`src/design/gp_counter_pkg.sv`:
```
package gp_counter_pkg;

  localparam int CNT_W = 32;

  // Operating modes of the channel
  typedef enum logic [2:0] {
    MODE_QUAD       = 3'h0,
    MODE_TWO_PULSE  = 3'h1,
    MODE_SEP_SINGLE = 3'h2,
    MODE_SEP_BUF    = 3'h3,
    MODE_PULSE      = 3'h4,
    MODE_PULSE_TRIG = 3'h5
  } mode_t;

  // Quadrature decoding factor
  typedef enum logic [1:0] {
    DEC_X1 = 2'h0,
    DEC_X2 = 2'h1,
    DEC_X4 = 2'h2
  } decode_t;

  // Register offsets
  localparam logic [3:0] OFF_CTRL    = 4'h0;
  localparam logic [3:0] OFF_RELOAD  = 4'h1;
  localparam logic [3:0] OFF_DELAY   = 4'h2;
  localparam logic [3:0] OFF_WIDTH   = 4'h3;
  localparam logic [3:0] OFF_COUNT   = 4'h4;
  localparam logic [3:0] OFF_LATCHED = 4'h5;
  localparam logic [3:0] OFF_STATUS  = 4'h6;

  // Control field positions
  localparam int CTRL_ARM      = 0;
  localparam int CTRL_MODE_LO  = 1;
  localparam int CTRL_MODE_HI  = 3;
  localparam int CTRL_DEC_LO   = 4;
  localparam int CTRL_DEC_HI   = 5;
  localparam int CTRL_PH_LO    = 6;
  localparam int CTRL_PH_HI    = 7;
  localparam int CTRL_SRC_FALL = 8;
  localparam int CTRL_AUX_FALL = 9;
  localparam int CTRL_GATE_FALL= 10;
  localparam int CTRL_RLD_EN   = 11;
  localparam int CTRL_W        = 12;

  localparam logic [CNT_W-1:0] CNT_ZERO = 32'h0000_0000;
  localparam logic [CNT_W-1:0] CNT_ONE  = 32'h0000_0001;

  // Register bus request
  typedef struct packed {
    logic [3:0]       addr;
    logic [CNT_W-1:0] wdata;
    logic             wr;
    logic             rd;
  } bus_req_t;

  // Streamed latched count
  typedef struct packed {
    logic             valid;
    logic [CNT_W-1:0] data;
  } stream_t;

endpackage : gp_counter_pkg
```
`src/design/gp_counter_decode_pulse.sv`:
```
// The address map and the strobed register port were left to the implementer.
`timescale 1ns/1ps
// What this block does
// - Quadrature counts up when A leads B, down when B leads A.
// - Single-edge decoding, A leading: add one on rising A.
// - Single-edge decoding, B leading: subtract one on falling A.
// - Double-edge decoding counts both A edges, two counts per cycle.
// - Quad-edge decoding counts every A and B edge, four per cycle.
// - Index high during the selected phase loads the reload value.
// - A count entering the reload phase is applied before the reload.
// - Reload within one clock of the phase; counting then resumes.
// - Two-pulse mode: rising A adds one, rising B subtracts one.
// - Edge separation only after arming; unarmed edges are ignored.
// - Aux edge starts counting source edges; later aux edges ignored.
// - Gate edge stops counting and latches the count.
// - Aux and gate active polarities are selectable independently.
// - Single separation ignores all edges after the latch.
// - Buffered separation restarts on the same gate edge that latches the count.
// - Buffered separation streams each latched count in order.
// - Single pulse starts after a delay in source edges from arming.
// - Pulse width in source edges; source edge polarity selectable.
// - Triggered pulse delay counts from a gate start trigger.
// - Triggered pulse ignores the gate after the first trigger.
// - The count value is 32 bits wide.
module gp_counter_decode_pulse (
  input  wire logic                            sys_clk,
  input  wire logic                            rstn,
  input  wire gp_counter_pkg::bus_req_t        bus_req,
  output      logic [gp_counter_pkg::CNT_W-1:0] rdata_q,
  input  wire logic                            phase_a,
  input  wire logic                            phase_b,
  input  wire logic                            index_in,
  input  wire logic                            aux_in,
  input  wire logic                            gate_in,
  input  wire logic                            source_in,
  output      logic                            pulse_out_q,
  output      gp_counter_pkg::stream_t         stream_q
);

  typedef enum logic [1:0] {S_IDLE, S_RUN, S_PULSE, S_DONE} st_t;

  logic [gp_counter_pkg::CTRL_W-1:0] ctrl_q;
  logic [gp_counter_pkg::CNT_W-1:0]  reload_q;
  logic [gp_counter_pkg::CNT_W-1:0]  delay_q;
  logic [gp_counter_pkg::CNT_W-1:0]  width_q;
  logic [gp_counter_pkg::CNT_W-1:0]  count_q;
  logic [gp_counter_pkg::CNT_W-1:0]  count_d;
  logic [gp_counter_pkg::CNT_W-1:0]  latched_q;
  logic                              latch_new_q;
  logic [2:0]                        a_q;
  logic [2:0]                        b_q;
  logic [2:0]                        other_q;
  logic [1:0]                        in_q;
  st_t                               st_q;
  st_t                               st_d;
  logic                              arm_pulse;
  logic                              latch_now;

  gp_counter_pkg::mode_t   mode;
  gp_counter_pkg::decode_t dec;
  logic       armed;
  logic [1:0] rl_phase;
  logic       a_r, a_f, b_r, b_f, src_act, aux_act, gate_act;
  logic       q_up, q_dn, in_phase;

  assign armed    = ctrl_q[gp_counter_pkg::CTRL_ARM];
  assign mode     = gp_counter_pkg::mode_t'(
    ctrl_q[gp_counter_pkg::CTRL_MODE_HI:gp_counter_pkg::CTRL_MODE_LO]);
  assign dec      = gp_counter_pkg::decode_t'(
    ctrl_q[gp_counter_pkg::CTRL_DEC_HI:gp_counter_pkg::CTRL_DEC_LO]);
  assign rl_phase = ctrl_q[gp_counter_pkg::CTRL_PH_HI:gp_counter_pkg::CTRL_PH_LO];

  // Input history for edge detection
  always_ff @(posedge sys_clk or negedge rstn)
  begin
    if (!rstn)
    begin
      a_q     <= 3'h0;
      b_q     <= 3'h0;
      other_q <= 3'h0;
    end
    else
    begin
      a_q     <= {a_q[1:0], phase_a};
      b_q     <= {b_q[1:0], phase_b};
      other_q <= {aux_in, gate_in, source_in};
    end
  end

  // Edges of the current inputs against last cycle
  assign a_r = phase_a & ~a_q[0];
  assign a_f = ~phase_a & a_q[0];
  assign b_r = phase_b & ~b_q[0];
  assign b_f = ~phase_b & b_q[0];
  // Selectable active edges
  assign src_act  = ctrl_q[gp_counter_pkg::CTRL_SRC_FALL] ?
                    (~source_in & other_q[0]) : (source_in & ~other_q[0]);
  assign aux_act  = ctrl_q[gp_counter_pkg::CTRL_AUX_FALL] ?
                    (~aux_in & other_q[2]) : (aux_in & ~other_q[2]);
  assign gate_act = ctrl_q[gp_counter_pkg::CTRL_GATE_FALL] ?
                    (~gate_in & other_q[1]) : (gate_in & ~other_q[1]);

  // Quadrature direction from which channel moved relative to the other
  always_comb
  begin
    q_up = 1'b0;
    q_dn = 1'b0;
    case (dec)
      gp_counter_pkg::DEC_X1:
      begin
        q_up = a_r & ~phase_b;
        q_dn = a_f & ~phase_b;
      end
      gp_counter_pkg::DEC_X2:
      begin
        q_up = (a_r & ~phase_b) | (a_f & phase_b);
        q_dn = (a_f & ~phase_b) | (a_r & phase_b);
      end
      default:
      begin
        q_up = (a_r & ~phase_b) | (a_f & phase_b) |
               (b_r & phase_a) | (b_f & ~phase_a);
        q_dn = (a_f & ~phase_b) | (a_r & phase_b) |
               (b_f & phase_a) | (b_r & ~phase_a);
      end
    endcase
  end

  // Phase 0: A low B low, 1: A high B low, 2: both high, 3: A low B high
  always_comb
  begin
    case (rl_phase)
      2'h0:    in_phase = ~phase_a & ~phase_b;
      2'h1:    in_phase =  phase_a & ~phase_b;
      2'h2:    in_phase =  phase_a &  phase_b;
      default: in_phase = ~phase_a &  phase_b;
    endcase
  end

  assign arm_pulse = bus_req.wr && (bus_req.addr == gp_counter_pkg::OFF_CTRL)
                     && bus_req.wdata[gp_counter_pkg::CTRL_ARM];
  assign latch_now = (st_q == S_RUN) && gate_act &&
                     ((mode == gp_counter_pkg::MODE_SEP_SINGLE) ||
                      (mode == gp_counter_pkg::MODE_SEP_BUF));

  // Channel state machine
  always_comb
  begin
    st_d = st_q;
    case (st_q)
      S_IDLE:
      begin
        if (armed)
        begin
          case (mode)
            gp_counter_pkg::MODE_SEP_SINGLE,
            gp_counter_pkg::MODE_SEP_BUF:
              if (aux_act) st_d = S_RUN;
            gp_counter_pkg::MODE_PULSE:
              st_d = S_RUN;
            gp_counter_pkg::MODE_PULSE_TRIG:
              if (gate_act) st_d = S_RUN;
            default:
              st_d = S_IDLE;
          endcase
        end
      end
      S_RUN:
      begin
        if (latch_now)
          // Buffered: the stopping gate edge also opens the next interval
          st_d = (mode == gp_counter_pkg::MODE_SEP_BUF) ? S_RUN : S_DONE;
        else if ((mode == gp_counter_pkg::MODE_PULSE ||
                  mode == gp_counter_pkg::MODE_PULSE_TRIG) &&
                 src_act && (count_q + gp_counter_pkg::CNT_ONE >= delay_q))
          st_d = S_PULSE;
      end
      S_PULSE:
      begin
        if (src_act && (count_q + gp_counter_pkg::CNT_ONE >= width_q))
          st_d = S_DONE;
      end
      default:
        st_d = S_DONE;
    endcase
    if (!armed)
      st_d = S_IDLE;
  end

  always_ff @(posedge sys_clk or negedge rstn)
  begin
    if (!rstn)
      st_q <= S_IDLE;
    else
      st_q <= st_d;
  end

  // Working count update
  always_comb
  begin
    count_d = count_q;
    case (mode)
      gp_counter_pkg::MODE_QUAD:
      begin
        if (armed && q_up)
          count_d = count_q + gp_counter_pkg::CNT_ONE;
        else if (armed && q_dn)
          count_d = count_q - gp_counter_pkg::CNT_ONE;
        // Reload only once the phase is settled, after any count
        if (armed && ctrl_q[gp_counter_pkg::CTRL_RLD_EN] && index_in &&
            in_phase && !q_up && !q_dn)
          count_d = reload_q;
      end
      gp_counter_pkg::MODE_TWO_PULSE:
      begin
        if (armed && a_r && !b_r)
          count_d = count_q + gp_counter_pkg::CNT_ONE;
        else if (armed && b_r && !a_r)
          count_d = count_q - gp_counter_pkg::CNT_ONE;
      end
      default:
      begin
        if (latch_now && mode == gp_counter_pkg::MODE_SEP_BUF)
          count_d = gp_counter_pkg::CNT_ZERO;
        else if (st_q == S_RUN && st_d == S_PULSE)
          count_d = gp_counter_pkg::CNT_ZERO;
        else if (st_q == S_IDLE && st_d == S_RUN)
          count_d = gp_counter_pkg::CNT_ZERO;
        else if ((st_q == S_RUN || st_q == S_PULSE) && src_act && !latch_now)
          count_d = count_q + gp_counter_pkg::CNT_ONE;
      end
    endcase
    if (arm_pulse)
      count_d = ctrl_q[gp_counter_pkg::CTRL_RLD_EN] ? reload_q
                                                   : gp_counter_pkg::CNT_ZERO;
  end

  always_ff @(posedge sys_clk or negedge rstn)
  begin
    if (!rstn)
      count_q <= gp_counter_pkg::CNT_ZERO;
    else
      count_q <= count_d;
  end

  // Latched count and stream output
  always_ff @(posedge sys_clk or negedge rstn)
  begin
    if (!rstn)
    begin
      latched_q   <= gp_counter_pkg::CNT_ZERO;
      latch_new_q <= 1'b0;
      stream_q    <= '0;
    end
    else
    begin
      stream_q.valid <= 1'b0;
      if (latch_now)
      begin
        latched_q   <= count_q;
        latch_new_q <= 1'b1;
        if (mode == gp_counter_pkg::MODE_SEP_BUF)
        begin
          stream_q.valid <= 1'b1;
          stream_q.data  <= count_q;
        end
      end
      else if (bus_req.rd && bus_req.addr == gp_counter_pkg::OFF_LATCHED)
        latch_new_q <= 1'b0;
    end
  end

  // Pulse output
  always_ff @(posedge sys_clk or negedge rstn)
  begin
    if (!rstn)
      pulse_out_q <= 1'b0;
    else
      pulse_out_q <= (st_d == S_PULSE);
  end

  // Register writes
  always_ff @(posedge sys_clk or negedge rstn)
  begin
    if (!rstn)
    begin
      ctrl_q   <= '0;
      reload_q <= gp_counter_pkg::CNT_ZERO;
      delay_q  <= gp_counter_pkg::CNT_ZERO;
      width_q  <= gp_counter_pkg::CNT_ZERO;
    end
    else if (bus_req.wr)
    begin
      if (bus_req.addr == gp_counter_pkg::OFF_CTRL)
        ctrl_q <= bus_req.wdata[gp_counter_pkg::CTRL_W-1:0];
      else if (bus_req.addr == gp_counter_pkg::OFF_RELOAD)
        reload_q <= bus_req.wdata;
      else if (bus_req.addr == gp_counter_pkg::OFF_DELAY)
        delay_q <= bus_req.wdata;
      else if (bus_req.addr == gp_counter_pkg::OFF_WIDTH)
        width_q <= bus_req.wdata;
    end
  end

  // Register reads, data one cycle after the strobe
  always_ff @(posedge sys_clk or negedge rstn)
  begin
    if (!rstn)
      rdata_q <= gp_counter_pkg::CNT_ZERO;
    else if (bus_req.rd)
    begin
      if (bus_req.addr == gp_counter_pkg::OFF_CTRL)
        rdata_q <= {20'h00000, ctrl_q};
      else if (bus_req.addr == gp_counter_pkg::OFF_RELOAD)
        rdata_q <= reload_q;
      else if (bus_req.addr == gp_counter_pkg::OFF_DELAY)
        rdata_q <= delay_q;
      else if (bus_req.addr == gp_counter_pkg::OFF_WIDTH)
        rdata_q <= width_q;
      else if (bus_req.addr == gp_counter_pkg::OFF_COUNT)
        rdata_q <= count_q;
      else if (bus_req.addr == gp_counter_pkg::OFF_LATCHED)
        rdata_q <= latched_q;
      else if (bus_req.addr == gp_counter_pkg::OFF_STATUS)
        rdata_q <= {27'h0000000, latch_new_q, pulse_out_q,
                    (st_q == S_DONE), (st_q == S_RUN), armed};
      else
        rdata_q <= gp_counter_pkg::CNT_ZERO;
    end
    else
      rdata_q <= gp_counter_pkg::CNT_ZERO;
  end
endmodule : gp_counter_decode_pulse

```
`config.mk`:
```
export PLATFORM = sky130hd
export DESIGN_NAME = gp_counter_decode_pulse
export DESIGN_NICKNAME = d
export VERILOG_FILES = /design/src/design/gp_counter_pkg.sv /design/src/design/gp_counter_decode_pulse.sv
export SDC_FILE = /design/constraint.sdc
export NUM_CORES = 1
export LEC_CHECK = 0
export BUFFER_PORTS_ARGS = -buffer_cell sky130_fd_sc_hd__buf_2
export CORE_ASPECT_RATIO = 0.75
export CORE_MARGIN = 8
export CORE_UTILIZATION = 40
export CTS_BUF_LIST = sky130_fd_sc_hd__clkbuf_2 sky130_fd_sc_hd__clkbuf_4 sky130_fd_sc_hd__clkbuf_8
export DETAILED_ROUTE_END_ITERATION = 8
export PLACE_DENSITY = 0.65
export SLEW_MARGIN = 40
export SYNTH_ARGS = -nofsm -noshare
export SYNTH_HDL_FRONTEND = slang
export SYNTH_SLANG_ARGS = --single-unit
```
`constraint.sdc`:
```
create_clock -name sys_clk -period 5.9 [get_ports sys_clk]
set_input_delay 0.59 -clock sys_clk [delete_from_list [all_inputs] [get_ports sys_clk]]
set_output_delay 0.59 -clock sys_clk [all_outputs]
set_load 0.1 [all_outputs]
```
==> results of run 1 <==
cell families after synthesis:
kind of cell,Yosys count,share of synthesized area [%]
compound gates,335,16.4
buf+inv,187,5.14
simple gates,387,13.4
mux,142,11.2
xor+xnor,60,3.71
fa+ha+maj,75,6.62
flops,246,43.4
state kept, by name, indices dropped and copies added (netlist names):
signal	cells
a_q	1
b_q	1
count_q	32
ctrl_q	12
delay_q	32
latch_new_q	1
latched_q	32
other_q	3
pulse_out_q	1
rdata_q	32
reload_q	32
st_q	2
stream_q	33
width_q	32
cells in the final DEF, fill, tap and decap left out, types with 7 or more instances in the layout:
cell / count
nor2_1: 53
nand3_1: 22
nor3_1: 16
nor4_1: 8
o31ai_1: 8
inv_1: 88
a31oi_1: 30
clkbuf_4: 11
buf_2: 110
o21ai_1: 19
a221oi_1: 24
xnor2_1: 37
a22oi_1: 51
dfrtp_1: 246
buf_4: 24
nand2b_1: 8
xor2_1: 23
and3_1: 18
nand4_1: 20
nand2_1: 179
o21ai_0: 55
mux2i_1: 9
a221o_1: 7
ha_1: 75
mux2_2: 133
clkbuf_8: 57
a21oi_1: 54
a222oi_1: 15
routing by layer:
metal	vias up	part of all wire, %	global-route usage, %
met5	-	0.022	0
met4	2	2.2	5.98
met3	85	9.4	6.10
met2	525	42	31.2
met1	5980	46	31.2
li1	5383	-	-
what timing repair did:
action	in CTS	in global routing
hold buffers	0	1
gates resized for setup	0	2
hold endpoints to repair	0	24
endpoints found under the setup margin	0	18
report_power, final:
group / internal [mW] / total [mW] / switching (mW)
logic: 0.818 / 2.03 / 1.21
clock network: 1.02 / 1.77 / 0.749
registers: 1.97 / 2.47 / 0.499
how the worst min path moves through the flow:
stage                                          end  cells after the start                startpoint
after floorplan                   a_q[0]$_DFF_PN0_                      0                      rstn
after global placement    stream_q[17]$_DFFE_PN0P_                      2  stream_q[17]$_DFFE_PN0P_
after detailed placement  stream_q[24]$_DFFE_PN0P_                      2  stream_q[24]$_DFFE_PN0P_
after CTS                     rdata_q[8]$_DFF_PN0_                      1                      rstn
after global routing          other_q[2]$_DFF_PN0_                      1                    aux_in
final                         other_q[2]$_DFF_PN0_                      1                    aux_in
final cells by class:
cell class                      count  area [sq um]  area share, %
Timing Repair Buffer              141           873           5.37
Clock inverter                      8          96.3          0.593
Multi-Input combinational cell    999          7340           45.2
Inverter                           91           342           2.10
Clock buffer                       68           867           5.34
Sequential cell                   246          6160           37.9
Tap cell                          457           572           3.52
critical path, cell delays in order, from the launching register on:
cell and delay [ps]:
dfrtp_1 540, ha_1 360, nand4_1 240, nor4_2 330, buf_4 180, and3_1 270, and3_1 210, xnor2_1 210
inv_1 130, ha_1 290, nand4_1 160, a2111oi_2 420, o221ai_1 210, and4b_1 230, o311ai_1 130, nand4_2 310
and3_1 240, buf_4 220, a222oi_1 390, o21ai_1 90
per-stage QoR:
step	hold slack (ps)	utilization (%)	area, sq um	cells	setup WS, ps
detailed placement	458	43.7	15200	1931	393
finish	183	46.7	16200	2010	578
global placement	454	43.6	15100	1929	751
CTS	39.4	46.5	16200	2007	366
global route	152	46.7	16200	2010	150
floorplan	294	-	14200	1432	1300
==> results.toml, run 1 <==
[worst_setup_path]
r2r_slack_ps = 580
r2r_start = "count_q[0]$_DFFE_PN0P_"
r2r-end = "count_q[12]$_DFFE_PN0P_"
cp.required_ps = 6360
crit_fanout = 23
endpoint = "count_q[12]$_DFFE_PN0P_"
cp-start-kind = "flip-flop"
arrival_ps = 5790
reg2regPathDepth = 19
crit_start = "count_q[0]$_DFFE_PN0P_"
criticalPathCategory = "reg2reg"
crit_path_end_kind = "flip-flop"

[floorplanning]
die_w_um = 233
num_rows = 59
initial_core_util_pct = 40.8
die_area_sq_mm = 0.0418
die_h_um = 179
io_pins = 112
core_area_sq_mm = 0.0348

[grt]
grt_pass1_vias = 11900
grt_pass1_wl_mm = 70.3
grt.overflow.total = 0
grt_max_degree = 149
grt_util_all_layers_pct = 21.6
antenna_found_initial = 1

[clock_network]
cts.sinks = 246
htree_levels = 2
cts_root_buf = "clkbuf_8"
clockBufferDepth = 3
clk_pin_slew_ps = 60
cts_setup_buffers = 0
cts_made_buffers = 43
cts_tree = "done"
insertion_delay_ps = 600

[run_status]
outcome = "complete, no violations"

[synthesis]
seq_area_frac_synth_pct = 43.4
yosys-top-cells-count = "246 x dfrtp_1, 181 x nand2_1, 133 x mux2_2, 88 x inv_1, 76 x clkbuf_1"
synth_async_sr_flop_share_pct = 100
synth_area_leaders = "dfrtp_1 43%, mux2_2 11%, ha_1 6.6%, nand2_1 4.8%, a22oi_1 2.7%"
avgSynthCellArea_sq_um = 9.90
synth_edf_count = 0
yosysMostFrequentCell = "dfrtp_1"
syn_area_sq_mm = 0.0142
yosysTopAreaCell = "dfrtp_1"
ys.flop_type = "dfrtp_1"
syn_inst = 1432
synth.top_cell.area_share_pct = 43.4
synth_seq_cells = 246
syn-num-nets = 1553
synth_cell_types = 82
ys_warn_count = 0

[min_path]
worstHoldPathType = "in2reg"

[detailed_routing]
ant_nets = 0
vias = 12000
drcViolationCount = 0
firstDrtPassIters = 6
avgViaCountPerCell = 5.96
wirelength_mm = 45.7
drt-initial-drc-count = 1069
wl_per_cell_um = 22.8

[timing]
totalNegativeSetupSlack_ps = 0
rsz0062_at_grt = "no"
hold_violations = 0
worst_pin_slew_ps = 859
post-route-min-period_ps = 5320
post-route-period-util_pct = 90.2
max_freq_ghz = 0.188
maxSlewHeadroom_pct = 42.4
fin_worst_skew_ps = 53.1
setup_viol = 0
slew_viol_final = 0

[placed_design]
io_buffers = 111
place.gp.congestion = 0.908
dp_hpwl_mm = 32.6

[flow_run]
drv_cap = 0

[power_and_ir_drop]
power_mw = 6.27
power_density_mw_per_mm2 = 386
irDropWorstVdd_v = 0.000163
p_leak_nw = 7.53

[cells_and_area]
nets = 1643
n_antenna_cell = 0
drive_above_1_share_pct = 24.7
fill_cells = 3280
area_growth_pct = 14.7
Power figures use the tool's default switching activity.
==> inputs of run 2 (changes only) <==
- PLACE_DENSITY: 0.65 -> 0.64
==> run 2 against run 1 <==
  * Count of clock-buffer cells in the layout is the same
  * Utilization shrank 0.21 points
  * Fmax shrank 2.5%
  * Non-clock buffer count grew 1
  * Sequential cell count is the same
  * Sequential share of layout area grew 0.17 points
==> results.toml, run 2 (synthesized netlist as in run 1, its figures left out) <==
[detailed_routing]
drcViolationCount = 0
firstDrtPassIters = 6
wl_per_cell_um = 23.2
drt-initial-drc-count = 1249
wirelength_mm = 46.6
ant_nets = 0
avgViaCountPerCell = 5.88
vias = 11800

[worst_setup_path]
cp.required_ps = 6350
crit_path_end_kind = "flip-flop"
criticalPathCategory = "reg2reg"
crit_fanout = 12
r2r_start = "count_q[1]$_DFFE_PN0P_"
arrival_ps = 5910
crit_start = "count_q[1]$_DFFE_PN0P_"
cp-start-kind = "flip-flop"
r2r_slack_ps = 440

[cells_and_area]
n_antenna_cell = 0
largest-register = "stream_q"
layout_commonest_cell = "dfrtp_1"
drive_above_1_share_pct = 24.8
final_cell_mix = "246 x dfrtp_1, 177 x nand2_1, 133 x mux2_2"
area_growth_pct = 14.1
nets = 1643
largest_register_ffs = 33
fill_cells = 3327
final_cells = 2011

[power_and_ir_drop]
power_density_mw_per_mm2 = 382
power_switching_share_pct = 39.7
p_seq_share_pct = 39.6
p_leak_nw = 7.50
p_comb_share_pct = 33.5
irDropWorstVdd_v = 0.000173
pwr-share-clk_pct = 26.8
intPower_mw = 3.73
p_switching_mw = 2.45

[grt]
grt_pass1_wl_mm = 71.9
grt.overflow.total = 0
grt_util_all_layers_pct = 22.1
antenna_found_initial = 1
grt_pass1_vias = 12000
grt_max_degree = 108

[placed_design]
dp_hpwl_mm = 33.3
dp.cells = 1934
io_buffers = 111
place.gp.congestion = 0.937

[floorplanning]
die_h_um = 179
num_rows = 59
initial_core_util_pct = 40.8
core_area_sq_mm = 0.0348
io_pins = 112
die_w_um = 233
die_area_sq_mm = 0.0418

[clock_network]
cts_root_buf = "clkbuf_8"
cts_made_buffers = 42
cts_setup_buffers = 0
htree_levels = 2
insertion_delay_ps = 570
cts_tree = "done"
cts.sinks = 246
clk_pin_slew_ps = 70
clockBufferDepth = 3

[timing]
hold_violations = 0
slew_viol_final = 0
maxSlewHeadroom_pct = 39.2
fin_worst_skew_ps = 13.5
post-route-period-util_pct = 92.5
max_freq_ghz = 0.183
totalNegativeSetupSlack_ps = 0
setup_viol = 0
post-route-min-period_ps = 5460
worst_pin_slew_ps = 909
rsz0062_at_grt = "no"

[min_path]
worstHoldPathType = "in2reg"
min_from = "aux_in"

[run_status]
outcome = "complete, no violations"

[flow_run]
drv_cap = 0
==> run 2: stage by stage <==
step	util [%]	hold slack (ps)	setup slack (ps)	power (mW)	instance area [sq um]
floorplan	-	294	1300	3.76	14200
global placement	43.6	454	721	4.43	15200
detailed placement	43.8	439	298	4.48	15200
CTS	46.4	146	282	6.17	16100
global route	46.5	145	72.8	6.55	16200
finish	46.5	169	441	6.18	16200
==> run 2: final cells by class <==
type | count | area, sq um | area share [%]
Tap cell | 457 | 572 | 3.53
Clock inverter | 8 | 73.8 | 0.456
Clock buffer | 68 | 823 | 5.09
Timing Repair Buffer | 142 | 853 | 5.28
Sequential cell | 246 | 6160 | 38.1
Inverter | 91 | 342 | 2.11
Multi-Input combinational cell | 999 | 7360 | 45.5
==> run 2: metal layers <==
metal  wire [um]  track usage (%)
met1       21800             31.8
met4         773             5.18
met3        4040             5.44
met2       20000             33.2
met5           7                0
==> run 2: power groups by stage <==
stage / Combinational [mW] / Clock [mW] / Sequential (mW)
2_1_floorplan: 1.52 / 0 / 2.24
3_3_place_gp: 1.98 / 0 / 2.44
3_5_place_dp: 2.02 / 0 / 2.46
4_1_cts: 2.04 / 1.70 / 2.43
5_1_grt: 2.29 / 1.78 / 2.49
6_report: 2.07 / 1.66 / 2.45
==> run 2: path summary, 6_finish.rpt <==
path / endpoint / depth (start not counted)
max reg2reg: count_q[31]$_DFFE_PN0P_ / 18
max in group asynchronous: rdata_q[28]$_DFF_PN0_ / 3
max: count_q[31]$_DFFE_PN0P_ / 18
min reg2reg: stream_q[17]$_DFFE_PN0P_ / 2
min in group asynchronous: delay_q[9]$_DFFE_PN0P_ / 2
min: other_q[2]$_DFF_PN0_ / 1
==> run 2: what timing repair did <==
| action | CTS | global route |
|---|---|---|
| resized for setup | 0 | 3 |
| hold buffers | 1 | 0 |
| endpoints found under the hold margin | 14 | 0 |
| endpoints found under the setup margin | 0 | 30 |
==> run 2: critical path, cell delays in order (launching register included) <==
cell	delay, ps
dfrtp_1	430
ha_1	370
nand4_1	240
nor4_2	360
buf_4	200
and3_1	270
and3_1	210
xnor2_1	220
inv_1	120
ha_1	300
nand4_1	130
a2111oi_2	500
o221ai_1	240
and4b_1	250
o311ai_1	140
nand4_2	330
a41o_1	410
buf_4	250
a221o_1	360
==> inputs of run 3 (changes only) <==
- CELL_PAD_IN_SITES_DETAIL_PLACEMENT: not set -> 0
- CELL_PAD_IN_SITES_GLOBAL_PLACEMENT: not set -> 2
- PLACE_DENSITY: 0.64 -> 0.89
==> run 3 against run 2 <==
  * Wire length is 2.1% higher
  * Critical path depth is 2 lower
  * Clock power is 5% higher
  * Worst setup slack worse by 61 ps
  * Non-clock buffer count is 3 higher
  * Sequential power hardly changed
  * Count of clock-buffer cells in the layout stayed put
  * Sequential share of layout area is 0.091 points lower
  * Combinational power is 3% higher
  * Clock skew is 16 ps higher
  * Die area stayed put
  * Cell area is 0.24% higher
==> results.toml, run 3 (synthesized netlist as in run 1, its figures left out) <==
[run_status]
outcome = "complete, no violations"

[grt]
grt_util_all_layers_pct = 22.6
grt_pass1_vias = 11900
grt.overflow.total = 0
grt_max_degree = 105
grt_pass1_wl_mm = 72.5
antenna_found_initial = 1

[clock_network]
cts_root_buf = "clkbuf_8"
clockBufferDepth = 3
cts_made_buffers = 43
insertion_delay_ps = 590
cts.sinks = 246
cts_tree = "done"
htree_levels = 2
clk_pin_slew_ps = 70

[timing]
hold_violations = 0
post-route-min-period_ps = 5520
rsz0062_at_grt = "no"
finalHoldWorstSlack_ps = 155
slew_viol_final = 0
fin_worst_skew_ps = 29.2
finalWorstSetupSlack_ps = 380
setup_viol = 0
worst_pin_slew_ps = 895
max_freq_ghz = 0.181
maxSlewHeadroom_pct = 40.3
post-route-period-util_pct = 93.6

[power_and_ir_drop]
power_density_mw_per_mm2 = 388
p_leak_nw = 7.54
irDropWorstVdd_v = 0.000164

[detailed_routing]
avgViaCountPerCell = 5.91
ant_nets = 0
firstDrtPassIters = 5
vias = 11900
drcViolationCount = 0
wl_per_cell_um = 23.6
wirelength_mm = 47.6
drt-initial-drc-count = 1131

[placed_design]
dp_hpwl_mm = 34.0
place.gp.congestion = 0.903
dp.cells = 1935
place_area_sq_mm = 0.0152
pre_cts_ws_ps = -75.2
io_buffers = 111

[cells_and_area]
fill_cells = 3363
largest_register_ffs = 33
largest-register = "stream_q"
drive_above_1_share_pct = 24.8
final_cells = 2016
final_util_pct = 46.6
layout_commonest_cell = "dfrtp_1"
nets = 1647
area_growth_pct = 14.4
fin_area_sq_mm = 0.0162
final_cell_mix = "246 x dfrtp_1, 179 x nand2_1, 133 x mux2_2"
n_antenna_cell = 0

[floorplanning]
die_w_um = 233
io_pins = 112
num_rows = 59
core_area_sq_mm = 0.0348
die_h_um = 179
die_area_sq_mm = 0.0418
initial_core_util_pct = 40.8

[flow_run]
drv_cap = 0

[worst_setup_path]
r2r_slack_ps = 380
criticalPathCategory = "reg2reg"
reg2regPathDepth = 16
crit_start = "count_q[0]$_DFFE_PN0P_"
r2r-end = "count_q[18]$_DFFE_PN0P_"
cp.required_ps = 6360
crit_path_end_kind = "flip-flop"
r2r_start = "count_q[0]$_DFFE_PN0P_"
cp-start-kind = "flip-flop"
crit_fanout = 16
endpoint = "count_q[18]$_DFFE_PN0P_"
arrival_ps = 5980

[min_path]
whs_path_depth = 1
worstHoldPathType = "in2reg"
[run 3: report_power, final]
group / total [mW] / internal (mW) / leakage, nW / switching (mW)
clock network: 1.74 / 0.977 / 0.495 / 0.759
logic: 2.14 / 0.838 / 3.85 / 1.30
registers: 2.42 / 1.97 / 3.19 / 0.446
[run 3: worst max-delay path: stages, from the launching register on]
cell      delay, ps
dfrtp_1         530
ha_1            360
nand4_1         260
nor2_1          390
nand3_1         140
xnor2_1         320
ha_1            290
and2_1          160
a221o_1         300
a21oi_1         480
a311oi_1        230
o311ai_1        510
nand4_2         330
and3_1          420
buf_12          240
a222oi_1        330
o21ai_1         100
[run 3: layout make-up]
class / count / area [sq um] / share of cell area, %
inverter: 91 / 343 / 2.11
tap: 457 / 572 / 3.53
clock buffer: 68 / 823 / 5.08
timing repair buffer: 145 / 860 / 5.30
sequential: 246 / 6160 / 38.0
clock inverter: 10 / 109 / 0.671
multi-input combinational: 999 / 7350 / 45.3
[run 3: how the worst min path moves through the flow]
stage	startpoint	endpoint
after floorplan	rstn	a_q[0]$_DFF_PN0_
after global placement	stream_q[7]$_DFFE_PN0P_	stream_q[7]$_DFFE_PN0P_
after detailed placement	stream_q[19]$_DFFE_PN0P_	stream_q[19]$_DFFE_PN0P_
after CTS	rstn	latched_q[12]$_DFFE_PN0P_
after global routing	aux_in	other_q[2]$_DFF_PN0_
final	aux_in	other_q[2]$_DFF_PN0_
[run 3: metrics by stage]
step | setup TNS, ps | total power, mW
4_1_cts | 0 | 6.28
3_5_place_dp | -145 | 4.52
5_1_grt | 0 | 6.67
3_3_place_gp | 0 | 4.48
6_report | 0 | 6.29
2_1_floorplan | 0 | 3.76
[run 3: routing by layer]
layer	vias up	share of wire [%]	track usage, %
li1	5390	-	-
met2	505	42	32.0
met5	-	0.027	0
met4	2	1.8	6.01
met3	72	9.8	6.66
met1	5936	47	32.9
[run 3: timing repair]
item / in CTS / in global routing
hold endpoints to repair: 0 / 47
pin swaps: 0 / 1
hold buffers: 0 / 1
endpoints found under the setup margin: 8 / 32
cloned: 0 / 0
gates resized for setup: 1 / 2
setup buffers: 0 / 1
